$ cat config.mk
export PLATFORM = sky130hd
export DESIGN_NAME = rscf_top
export DESIGN_NICKNAME = d
export VERILOG_FILES = /design/src/common/rscf_pkg.sv /design/src/design/rscf_top.sv
export SDC_FILE = /design/constraint.sdc
export NUM_CORES = 1
export LEC_CHECK = 0
export BUFFER_PORTS_ARGS = -buffer_cell sky130_fd_sc_hd__buf_2
export CAP_MARGIN = 30
export CORE_UTILIZATION = 42
export CTS_CLUSTER_SIZE = 25
export DETAILED_ROUTE_END_ITERATION = 8
export GPL_TIMING_DRIVEN = 0
export HOLD_SLACK_MARGIN = 0.06
export PLACE_DENSITY_LB_ADDON = 0.05
export SYNTH_ARGS = -nofsm -noshare
export SYNTH_HDL_FRONTEND = slang
export SYNTH_SLANG_ARGS = --single-unit
export TNS_END_PERCENT = 5
$ cat constraint.sdc
create_clock -name CLK -period 3.9 [get_ports CLK]
set_input_delay 0.39 -clock CLK [delete_from_list [all_inputs] [get_ports CLK]]
set_output_delay 0.39 -clock CLK [all_outputs]
set_load 0.02 [all_outputs]
$ cat src/common/rscf_pkg.sv
package rscf_pkg;
  // Register byte offsets on the AXI4-Lite bus
  localparam logic [3:0] OFS_CAUSE = 4'h0;
  localparam logic [3:0] OFS_EVT_STATUS = 4'h4;
  localparam logic [3:0] OFS_EVT_MASK = 4'h8;
  localparam logic [3:0] OFS_SCRATCH = 4'hC;
  // Cause register field positions
  localparam int B_TRAP = 15;
  localparam int B_ILLOP = 14;
  localparam int B_SBOR = 13;
  localparam int B_CM = 9;
  localparam int B_PROGMEM_SLEEP_POWER = 8;
  localparam int B_EXTERNAL_PIN_FLAG = 7;
  localparam int B_SWR = 6;
  localparam int B_SOFT_WATCHDOG_ENABLE = 5;
  localparam int B_WATCHDOG_TIMEOUT_FLAG = 4;
  localparam int B_SLEEP = 3;
  localparam int B_IDLE = 2;
  localparam int B_BOR = 1;
  localparam int B_POR = 0;
  // Implemented cause bits; bits 12 to 10 read as zero
  localparam logic [15:0] CAUSE_IMPL = 16'hE3FF;
  // Cause value left by a power-on reset
  localparam logic [15:0] CAUSE_POR_VALUE = 16'h0003;
  // Event status bit positions
  localparam int E_EXT = 0;
  localparam int E_INSTR = 1;
  localparam int E_WDT = 2;
  localparam int E_BOR = 3;
  localparam int E_TRAP = 4;
  localparam int E_ILLOP = 5;
  localparam int E_UWR = 6;
  localparam int E_CM = 7;
  localparam int EVT_W = 8;
  localparam logic [EVT_W-1:0] EVT_ZERO = 8'h00;
  // Brown-out configuration field codes
  localparam logic [1:0] BROWNOUT_CONFIG_FIELD_OFF = 2'h0;
  localparam logic [1:0] BROWNOUT_CONFIG_FIELD_SW = 2'h1;
  localparam logic [1:0] BROWNOUT_CONFIG_FIELD_NOSLEEP = 2'h2;
  // AXI responses
  localparam logic [1:0] RESP_OKAY = 2'h0;
  localparam logic [1:0] RESP_SLVERR = 2'h2;
  localparam logic [31:0] DATA_ZERO = 32'h00000000;
  // Synchroniser depth for pin inputs
  localparam int SYNC_STAGES = 2;
endpackage : rscf_pkg

$ cat src/design/rscf_top.sv
// Decided for this implementation: the AXI4-Lite register port and the register offsets.
`timescale 1ns/10ps
// What this block does
// [RL1] Any active source asserts the system reset
// [RL2] Eight reset sources feed the combiner
// [RL3] Each reset sets a cause flag; opcode and register faults share one
// [RL4] Power-on clears causes, sets brown-out and power-on
// [RL5] Software sets/clears flags; never causes reset
// [RL6] Unreset storage survives every non power-on reset
// [RL7] Trap, opcode, mismatch, pin, instruction flags sticky
// [RL8] Watchdog flag cleared by power-saving or power-on
// [RL9] Sleep entry sets the sleep flag
// [RL10] Idle entry sets the idle flag
// [RL11] Brown-out flag set by brown-out and power-on
// [RL12] Power-on flag set only by power-on or a software write
// [RL13] Brown-out enable bit forced zero unless configured
// [RL14] Watchdog fuse high keeps watchdog always on
// [RL15] Only field 01 lets software switch brown-out
// [RL16] Pin sources synchronised before releasing reset
module rscf_top
  import rscf_pkg::*;
(
  input wire logic CLK, // System clock, 40 MHz
  input wire logic RSTN, // Power-on reset, synchronous, active low
  input wire logic EXT_PIN_RESET_N, // External reset pin, asynchronous, active low
  input wire logic BROWNOUT_DETECT, // Brown-out comparator, asynchronous, active high
  input wire logic RESET_INSTR, // Reset instruction executed
  input wire logic WDT_TIMEOUT, // Watchdog time-out
  input wire logic TRAP_CONFLICT, // Trap conflict
  input wire logic ILLEGAL_OPCODE, // Illegal opcode
  input wire logic UNINIT_WREG, // Uninitialised working register use
  input wire logic CONFIG_MISMATCH, // Configuration word mismatch
  input wire logic POWER_SAVING_INSTRUCTION_SLEEP, // Power-saving instruction entering Sleep
  input wire logic POWER_SAVING_INSTRUCTION_IDLE, // Power-saving instruction entering Idle
  input wire logic WAKEUP, // Wake-up from Sleep
  input wire logic WATCHDOG_CONFIG_FUSE, // Watchdog fuse, one forces watchdog on
  input wire logic [1:0] BROWNOUT_CONFIG_FIELD, // Brown-out configuration field
  output logic SYSTEM_RESET_OUT, // Combined system reset, active high
  output logic WATCHDOG_ENABLE, // Watchdog run enable
  output logic BROWNOUT_ENABLE, // Brown-out detector enable
  output logic PROGMEM_SLEEP_POWER, // Program memory bias in Sleep
  output logic IRQ, // Level interrupt
  input wire logic [3:0] AWADDR, // Write address
  input wire logic AWVALID, // Write address valid
  output logic AWREADY, // Write address ready
  input wire logic [31:0] WDATA, // Write data
  input wire logic [3:0] WSTRB, // Write byte strobes
  input wire logic WVALID, // Write data valid
  output logic WREADY, // Write data ready
  output logic [1:0] BRESP, // Write response
  output logic BVALID, // Write response valid
  input wire logic BREADY, // Write response ready
  input wire logic [3:0] ARADDR, // Read address
  input wire logic ARVALID, // Read address valid
  output logic ARREADY, // Read address ready
  output logic [31:0] RDATA, // Read data
  output logic [1:0] RRESP, // Read response
  output logic RVALID, // Read data valid
  input wire logic RREADY // Read data ready
);
  import rscf_pkg::*;

  logic [SYNC_STAGES-1:0] pin_sync; // Pin reset synchroniser, active high
  logic [SYNC_STAGES-1:0] bor_sync; // Brown-out synchroniser
  logic ext_evt; // Synchronised pin reset
  logic bor_evt; // Qualified brown-out reset
  logic any_src; // Any reset source active
  logic [EVT_W-1:0] evt_vec; // Source events, one per status bit
  logic [15:0] cause; // Reset cause register
  logic [EVT_W-1:0] evt_status; // Sticky event status
  logic [EVT_W-1:0] evt_mask; // Event interrupt mask
  logic [31:0] scratch; // Unreset scratch word
  logic in_sleep; // Device is in Sleep
  logic [3:0] aw_addr; // Held write address
  logic aw_held; // Write address taken
  logic [31:0] w_data; // Held write data
  logic [3:0] w_strb; // Held write strobes
  logic w_held; // Write data taken
  logic do_write; // Both halves present
  logic [15:0] wmask16; // Strobe mask for 16-bit registers
  logic [31:0] wmask32; // Strobe mask for 32-bit registers
  logic [15:0] next_cause; // Cause after this cycle
  logic [EVT_W-1:0] next_status; // Status after this cycle

  // Byte strobes expanded to a bit mask
  function automatic logic [31:0] strb_mask(input logic [3:0] s);
    logic [31:0] m;
    m = DATA_ZERO;
    for (int i = 0; i < 4; i++)
    begin
      m[8*i +: 8] = {8{s[i]}};
    end
    return m;
  endfunction : strb_mask

  // True when the brown-out bit is under software control
  function automatic logic sw_bor(input logic [1:0] f);
    return f == BROWNOUT_CONFIG_FIELD_SW;
  endfunction : sw_bor

  // Two flops per pin before anything reads it; only the last stage is used
  always_ff @(posedge CLK)
  begin
    if (!RSTN)
    begin
      pin_sync <= '0;
      bor_sync <= '0;
    end
    else
    begin
      pin_sync <= {pin_sync[0], ~EXT_PIN_RESET_N}; // RL16
      bor_sync <= {bor_sync[0], BROWNOUT_DETECT}; // RL16
    end
  end

  assign ext_evt = pin_sync[SYNC_STAGES-1];
  // Brown-out only counts while the detector is enabled
  assign bor_evt = bor_sync[SYNC_STAGES-1] & BROWNOUT_ENABLE;
  assign evt_vec = {CONFIG_MISMATCH, UNINIT_WREG, ILLEGAL_OPCODE, TRAP_CONFLICT,
                    bor_evt, WDT_TIMEOUT, RESET_INSTR, ext_evt}; // RL2
  assign any_src = |evt_vec; // RL1

  // Combined reset; held during power-on, registered so it is glitch-free
  always_ff @(posedge CLK)
  begin
    if (!RSTN)
    begin
      SYSTEM_RESET_OUT <= 1'b1; // RL1
    end
    else
    begin
      SYSTEM_RESET_OUT <= any_src; // RL1
    end
  end

  // Sleep tracking, used by the sleep-gated brown-out mode
  always_ff @(posedge CLK)
  begin
    if (!RSTN)
    begin
      in_sleep <= 1'b0;
    end
    else if (POWER_SAVING_INSTRUCTION_SLEEP)
    begin
      in_sleep <= 1'b1;
    end
    else if (WAKEUP || any_src)
    begin
      in_sleep <= 1'b0;
    end
  end

  assign do_write = aw_held & w_held & ~BVALID;
  assign wmask32 = strb_mask(w_strb);
  assign wmask16 = wmask32[15:0];

  // Cause: software write first, hardware clears next, hardware sets last
  always_comb
  begin
    next_cause = cause;
    if (do_write && aw_addr == OFS_CAUSE)
    begin
      next_cause = (cause & ~wmask16) | (w_data[15:0] & wmask16); // RL5
    end
    if (POWER_SAVING_INSTRUCTION_SLEEP || POWER_SAVING_INSTRUCTION_IDLE)
    begin
      next_cause[B_WATCHDOG_TIMEOUT_FLAG] = 1'b0; // RL8
    end
    if (SYSTEM_RESET_OUT && !any_src && sw_bor(BROWNOUT_CONFIG_FIELD))
    begin
      next_cause[B_SBOR] = 1'b1; // RL13
    end
    if (TRAP_CONFLICT) next_cause[B_TRAP] = 1'b1; // RL7
    if (ILLEGAL_OPCODE || UNINIT_WREG) next_cause[B_ILLOP] = 1'b1; // RL7
    if (CONFIG_MISMATCH) next_cause[B_CM] = 1'b1; // RL7
    if (ext_evt) next_cause[B_EXTERNAL_PIN_FLAG] = 1'b1; // RL7
    if (RESET_INSTR) next_cause[B_SWR] = 1'b1; // RL7
    if (WDT_TIMEOUT) next_cause[B_WATCHDOG_TIMEOUT_FLAG] = 1'b1; // RL8
    if (POWER_SAVING_INSTRUCTION_SLEEP) next_cause[B_SLEEP] = 1'b1; // RL9
    if (POWER_SAVING_INSTRUCTION_IDLE) next_cause[B_IDLE] = 1'b1; // RL10
    if (bor_evt) next_cause[B_BOR] = 1'b1; // RL11
    next_cause = next_cause & CAUSE_IMPL;
  end

  // Cause register; only power-on reloads it, other resets just set flags
  always_ff @(posedge CLK)
  begin
    if (!RSTN)
    begin
      cause <= CAUSE_POR_VALUE; // RL4 RL12
      cause[B_SBOR] <= sw_bor(BROWNOUT_CONFIG_FIELD); // RL13
    end
    else
    begin
      cause <= next_cause; // RL3
    end
  end

  // Enables derived from the fuses and the software bits
  always_ff @(posedge CLK)
  begin
    if (!RSTN)
    begin
      WATCHDOG_ENABLE <= 1'b0;
      BROWNOUT_ENABLE <= 1'b0;
      PROGMEM_SLEEP_POWER <= 1'b0;
    end
    else
    begin
      WATCHDOG_ENABLE <= WATCHDOG_CONFIG_FUSE | cause[B_SOFT_WATCHDOG_ENABLE]; // RL14
      case (BROWNOUT_CONFIG_FIELD)
        BROWNOUT_CONFIG_FIELD_OFF: BROWNOUT_ENABLE <= 1'b0;
        BROWNOUT_CONFIG_FIELD_SW: BROWNOUT_ENABLE <= cause[B_SBOR]; // RL15
        BROWNOUT_CONFIG_FIELD_NOSLEEP: BROWNOUT_ENABLE <= ~in_sleep;
        default: BROWNOUT_ENABLE <= 1'b1;
      endcase
      PROGMEM_SLEEP_POWER <= cause[B_PROGMEM_SLEEP_POWER];
    end
  end

  // Event status: set wins over a write-one-to-clear in the same cycle
  always_comb
  begin
    next_status = evt_status;
    if (do_write && aw_addr == OFS_EVT_STATUS)
    begin
      next_status = evt_status & ~(w_data[EVT_W-1:0] & wmask32[EVT_W-1:0]);
    end
    next_status = next_status | evt_vec;
  end

  // Status, mask and interrupt line
  always_ff @(posedge CLK)
  begin
    if (!RSTN)
    begin
      evt_status <= EVT_ZERO;
      evt_mask <= EVT_ZERO;
      IRQ <= 1'b0;
    end
    else
    begin
      evt_status <= next_status;
      if (do_write && aw_addr == OFS_EVT_MASK)
      begin
        evt_mask <= (evt_mask & ~wmask32[EVT_W-1:0]) | (w_data[EVT_W-1:0] & wmask32[EVT_W-1:0]);
      end
      IRQ <= |(next_status & evt_mask);
    end
  end

  // Scratch has no reset at all, so it keeps its value through every reset
  always_ff @(posedge CLK)
  begin
    if (do_write && aw_addr == OFS_SCRATCH)
    begin
      scratch <= (scratch & ~wmask32) | (w_data & wmask32); // RL6
    end
  end

  // Write channels are taken independently, response after both
  always_ff @(posedge CLK)
  begin
    if (!RSTN)
    begin
      aw_held <= 1'b0;
      w_held <= 1'b0;
      aw_addr <= 4'h0;
      w_data <= DATA_ZERO;
      w_strb <= 4'h0;
      AWREADY <= 1'b0;
      WREADY <= 1'b0;
      BVALID <= 1'b0;
      BRESP <= RESP_OKAY;
    end
    else
    begin
      AWREADY <= ~aw_held & ~(AWVALID & AWREADY) & ~BVALID;
      WREADY <= ~w_held & ~(WVALID & WREADY) & ~BVALID;
      if (AWVALID && AWREADY)
      begin
        aw_held <= 1'b1;
        aw_addr <= AWADDR;
      end
      if (WVALID && WREADY)
      begin
        w_held <= 1'b1;
        w_data <= WDATA;
        w_strb <= WSTRB;
      end
      if (do_write)
      begin
        aw_held <= 1'b0;
        w_held <= 1'b0;
        BVALID <= 1'b1;
        BRESP <= (aw_addr[1:0] == 2'h0) ? RESP_OKAY : RESP_SLVERR;
      end
      else if (BVALID && BREADY)
      begin
        BVALID <= 1'b0;
      end
    end
  end

  // Read channel; one read at a time, data one cycle after the address
  always_ff @(posedge CLK)
  begin
    if (!RSTN)
    begin
      ARREADY <= 1'b0;
      RVALID <= 1'b0;
      RDATA <= DATA_ZERO;
      RRESP <= RESP_OKAY;
    end
    else
    begin
      ARREADY <= ~RVALID & ~(ARVALID & ARREADY);
      if (ARVALID && ARREADY)
      begin
        RVALID <= 1'b1;
        RRESP <= RESP_OKAY;
        case (ARADDR)
          OFS_CAUSE:
          begin
            RDATA <= {16'h0000, cause};
            // Reads as zero outside software control
            RDATA[B_SBOR] <= cause[B_SBOR] & sw_bor(BROWNOUT_CONFIG_FIELD); // RL13
          end
          OFS_EVT_STATUS: RDATA <= {24'h000000, evt_status};
          OFS_EVT_MASK: RDATA <= {24'h000000, evt_mask};
          OFS_SCRATCH: RDATA <= scratch; // RL6
          default:
          begin
            RDATA <= DATA_ZERO;
            RRESP <= RESP_SLVERR;
          end
        endcase
      end
      else if (RVALID && RREADY)
      begin
        RVALID <= 1'b0;
      end
    end
  end
endmodule : rscf_top

Yosys cells after proc, flatten, opt, wreduce, memory -nomap -nowiden. Cells that the tools add are included.

Eq/ne operators: 9. Bitwise logic cells: 39. Reduce and logical (&&, ||, !) cells: 35. Muxes and demuxes: 24.

Operators by type and width (count): 32-bit one-hot mux with 4 select lines (1); 32-bit AND (2); 16-bit AND (2); 8-bit AND (4); 32-bit NOT (1); 32-bit bitwise OR (1); 2-bit nonzero test (10); 1-bit two-way mux (17); 4-bit == test, second input constant (4); 16-bit two-way mux (1); 16-bit NOT (1); 8-bit NOT (2); 16-bit bitwise OR (1); 8-bit bitwise OR (2); 8-bit OR reduction (2); 14-bit two-way mux (1); 1-bit AND (12); 1-bit logical AND (11); 1-bit NOT (10); 4-bit by 3-bit == test with 1-bit output, second input constant (2); 4-bit logical NOT (2); 8-bit two-way mux (1); 2-bit logical NOT (2); 2-bit two-way mux (2); other kinds (10) (13).

Bits of input ports: 65. Flip-flop bits (word level): 157. Output and inout port bits: 46.

Logic depth before layout (Yosys ltp).
Depth in word-level cells: 7. Depth in mapped cells: 7.

Worst setup path before layout. OpenSTA, ideal clock, no wires.

Path type: reg2reg. From: register BVALID. To: register with a tool-made name. Stages on the path, launching flop included: 7. Arrival: 1711 ps. Buffers on the path: 3. Data required time: 3529 ps. Clock period less this slack: 2082 ps. Path slack: 1818 ps. Path through: dfxtp_1 -> and3b_1 -> clkbuf_1 -> buf_4 -> buf_2 -> nand4_1 -> nor2_1.

RTL lines: start, declared (RTL line rscf_top.sv:51) `output logic BVALID,`; start signal, assigned (RTL line rscf_top.sv:273) `BVALID <= 1'b0;`; start signal, assigned (RTL line rscf_top.sv:295) `BVALID <= 1'b1;`; start signal, assigned (RTL line rscf_top.sv:300) `BVALID <= 1'b0;`.

==> implementation parameters <==
Parameter                              Value

Outcome
  Run status ... finished clean

Finish
  Area growth, synth to finish ... 23.7%
  Nets@finish ... 737
  Share of post-route cells with drive strength above 1 ... 22.8%
  Area of all placed cells without fillers ... 6910 sq um
  Antenna diode instance count ... 0

Timing
  Final setup fails ... 0
  Highest achievable clock rate ... around 360 MHz
  Tightest Pin Transition ... 0.938 ns
  Max Transition Viols Final ... 0
  Unrepaired setup endpoints after global routing ... no
  Time the worst path needs with I/O delays and setup ... 2.80 ns
  Post-route worst setup slack ... 1.10 ns
  Worst slew margin relative to its limit ... 37.2%
  Setup skew after layout ... 0.00949 ns
  Setup TNS ... 0 ns
  Post-route clock period utilization ... 71.7%
  Hold Violations, Final ... 0

CTS
  CTS H-tree depth ... 4
  Sinks on Clock Net ... 152
  Bufs on Longest Clock Path ... 2
  Resize count post-CTS ... 0
  Clock latency at the later pin of the worst-skew pair ... 0.42 ns
  Total setup buffers inserted after CTS ... 0
  Root Buffer Master ... sky130_fd_sc_hd__clkbuf_16
  Clock-pin slew of the registers on the worst-case setup and hold paths ... 0.06 ns
  Number of buffers inserted for hold repair after clock tree synthesis ... 0
  Number of buffers inserted during clock tree synthesis ... 17
  Clock tree from TritonCTS ... yes

Power
  VDD IR-drop max ... 0.266 mV
  Pwr per Cell Area ... between 500 and 600 nW/um^2
  Reported leakage power ... about 2.9 nW

Routing
  Number of nets with antenna violations after routing ... 0
  Total length of routed wires ... 13.9 mm
  Average detailed-routed wire length per instance ... 16.2 um
  Post-detailed-route via-to-cell ratio ... between 5 and 6
  Via count ... 4,301
  First-pass detailed-route iteration total ... 5
  Starting DRT DRC Count ... 260
  Final routed DRC violation total ... 0

Critical path
  Element type at the critical path start ... flop
  Highest net fanout along the worst path ... 10
  Worst setup path start ... BVALID
  Crit Reg-Reg Startpoint ... BVALID
  Req. time, crit path ... 3.94 ns
  WP data arrival ... 2.84 ns
  Worst Setup Path Type ... reg2reg
  Critical Path Sink Type ... flop

Synth
  Number of distinct standard cells referenced by the synthesized netlist ... 41
  Synthesized area divided by synthesized cell count ... between 10 and 15 sq um
  Part of the Yosys area used for sequential elements ... 60.3%
  Syn Std Cell Area ... 5590 sq um
  Flip-flop cell with the highest count after synthesis ... sky130_fd_sc_hd__dfxtp_1
  Yosys synthesis warning count ... 0
  Fraction of synthesis flops using an asynchronous set or reset pin ... 0%
  Post-synthesis cell count ... 546
  Post-synth EDFFs ... 33
  Count of state elements after synthesis ... 152

Die
  Floorplan die height ... 117 um
  Top Ports ... between 100 and 150
  Number of core rows ... between 40 and 50
  Die boundary width ... ~120 um
  Full die area ... 13,800 sq um
  Initial core utilization ... a little over two fifths
  Core box area ... 12,800 sq um

Min path
  Hold Path Class ... in2reg
  Launch instance of the worst min-delay path ... EXT_PIN_RESET_N

GRT
  Initial antenna violation count ... 0
  Number of global-route vias before repair ... 4,217
  Largest net degree at the start of global routing ... 17
  Global router's overall resource usage ... 21.5%
  Grt total ovfl ... 0
  Wire length of the first global-routing pass ... around 22 mm

Place
  Worst-case setup slack after placement ... 1.05 ns
  HPWL after detailed placement ... approximately 10 mm
  RD Place Congestion ... 0.807
  Placed standard-cell area ... 6340 sq um
  Number of buffer cells added on primary ports ... ~110

Job
  Max-cap violation count ... 0
==> cell type report <==
cell class                 count  area (sq um)
multi-input combinational    337          1970
timing repair buffer         106           531
fill                        1171          5860
tap                          172           215
clock inverter                10           129
inverter                      24          90.1
buffer                        34           160
sequential                   152          3370
clock buffer                  22           444
==> worst paths after layout <==
check                 to  slack (ns)  depth (start not counted)
max reg2reg         flop        1.10                          6
min          pin_sync[0]        0.11                          2
min reg2reg         flop        0.43                          0
max                 flop        1.10                          6
==> per-layer routing <==
| metal | global-route usage (%) | wire [um] |
|---|---|---|
| met5 | 0 | 0 |
| met3 | 5.45 | 747 |
| met4 | 7.55 | 174 |
| met1 | 28.1 | 6350 |
| met2 | 34.5 | 6610 |
==> power by group <==
| group | internal, W | total, W | leakage [nW] | switching (W) |
|---|---|---|---|---|
| Combinational | 0.0000819 | 0.000214 | 1.33 | 0.000132 |
| Sequential | 0.00165 | 0.00168 | 1.31 | 0.0000325 |
| Clock | 0.000998 | 0.00161 | 0.275 | 0.000612 |
==> worst max-delay path, stage by stage, from the launching register on <==
cell and delay [ns]:
sky130_fd_sc_hd__dfxtp_1 0.35, sky130_fd_sc_hd__and3b_1 0.22, sky130_fd_sc_hd__clkbuf_1 0.28, sky130_fd_sc_hd__buf_4 0.23, sky130_fd_sc_hd__buf_2 0.25, sky130_fd_sc_hd__nand4_1 0.29, sky130_fd_sc_hd__nor2_1 0.80
==> layout by cell type, fill, tap and decap left out, types with 4 or more instances in the layout <==
master / instances
sky130_fd_sc_hd__o21ai_0: 23
sky130_fd_sc_hd__clkbuf_16: 17
sky130_fd_sc_hd__nor2_1: 35
sky130_fd_sc_hd__buf_4: 5
sky130_fd_sc_hd__mux2i_1: 21
sky130_fd_sc_hd__nand2_1: 98
sky130_fd_sc_hd__a21oi_1: 63
sky130_fd_sc_hd__nand2b_1: 5
sky130_fd_sc_hd__and2_1: 5
sky130_fd_sc_hd__a22oi_1: 4
sky130_fd_sc_hd__nand4_1: 9
sky130_fd_sc_hd__clkinv_2: 4
sky130_fd_sc_hd__inv_1: 23
sky130_fd_sc_hd__buf_2: 111
sky130_fd_sc_hd__dfxtp_1: 119
sky130_fd_sc_hd__nand3_1: 9
sky130_fd_sc_hd__mux4_2: 8
sky130_fd_sc_hd__nor2b_1: 9
sky130_fd_sc_hd__edfxtp_1: 33
sky130_fd_sc_hd__clkbuf_1: 25
sky130_fd_sc_hd__a41oi_1: 7
sky130_fd_sc_hd__a22o_1: 19
==> logic make-up (layout without fill, tap and decap cells) <==
family / after synthesis / count (layout) / synth area share (%)
buffers and inverters: 58 / 196 / 4.48
DFF: 152 / 152 / 60.3
AOI/OAI and AO/OA: 123 / 123 / 13.3
muxes: 29 / 29 / 6.98
and+or+nand+nor: 183 / 183 / 14.8
other: 1 / 2 / 0.0671
==> stage by stage <==
step	hold slack, ns	cells	total power [W]	util, %
after floorplan	0.408	547	0.00183	-
after global placement	0.413	825	0.00193	49.6
after detailed placement	0.417	825	0.00193	49.6
after CTS	0.0981	857	0.00354	54.1
after global routing	0.0972	857	0.00364	54.1
final	0.115	857	0.00351	54.1
==> synth_stat cells (2+ instances only) <==
library cell	instances	area, sq um
sky130_fd_sc_hd__a21oi_1	63	315
sky130_fd_sc_hd__a22o_1	19	166
sky130_fd_sc_hd__a22oi_1	4	30.0
sky130_fd_sc_hd__a41oi_1	7	61.3
sky130_fd_sc_hd__and2_1	5	31.3
sky130_fd_sc_hd__and3b_1	2	17.5
sky130_fd_sc_hd__buf_1	3	11.3
sky130_fd_sc_hd__buf_2	5	25.0
sky130_fd_sc_hd__buf_4	5	37.5
sky130_fd_sc_hd__clkbuf_1	20	75.1
sky130_fd_sc_hd__dfxtp_1	119	2380
sky130_fd_sc_hd__edfxtp_1	33	991
sky130_fd_sc_hd__inv_1	23	86.3
sky130_fd_sc_hd__mux2i_1	21	210
sky130_fd_sc_hd__mux4_2	8	180
sky130_fd_sc_hd__nand2_1	98	368
sky130_fd_sc_hd__nand2b_1	5	31.3
sky130_fd_sc_hd__nand3_1	9	45.0
sky130_fd_sc_hd__nand4_1	9	56.3
sky130_fd_sc_hd__nand4_2	2	25.0
sky130_fd_sc_hd__nor2_1	35	131
sky130_fd_sc_hd__nor2b_1	9	56.3
sky130_fd_sc_hd__nor3_1	2	10.0
sky130_fd_sc_hd__o21ai_0	23	115
Note: power is estimated with default switching activity, not from simulation.
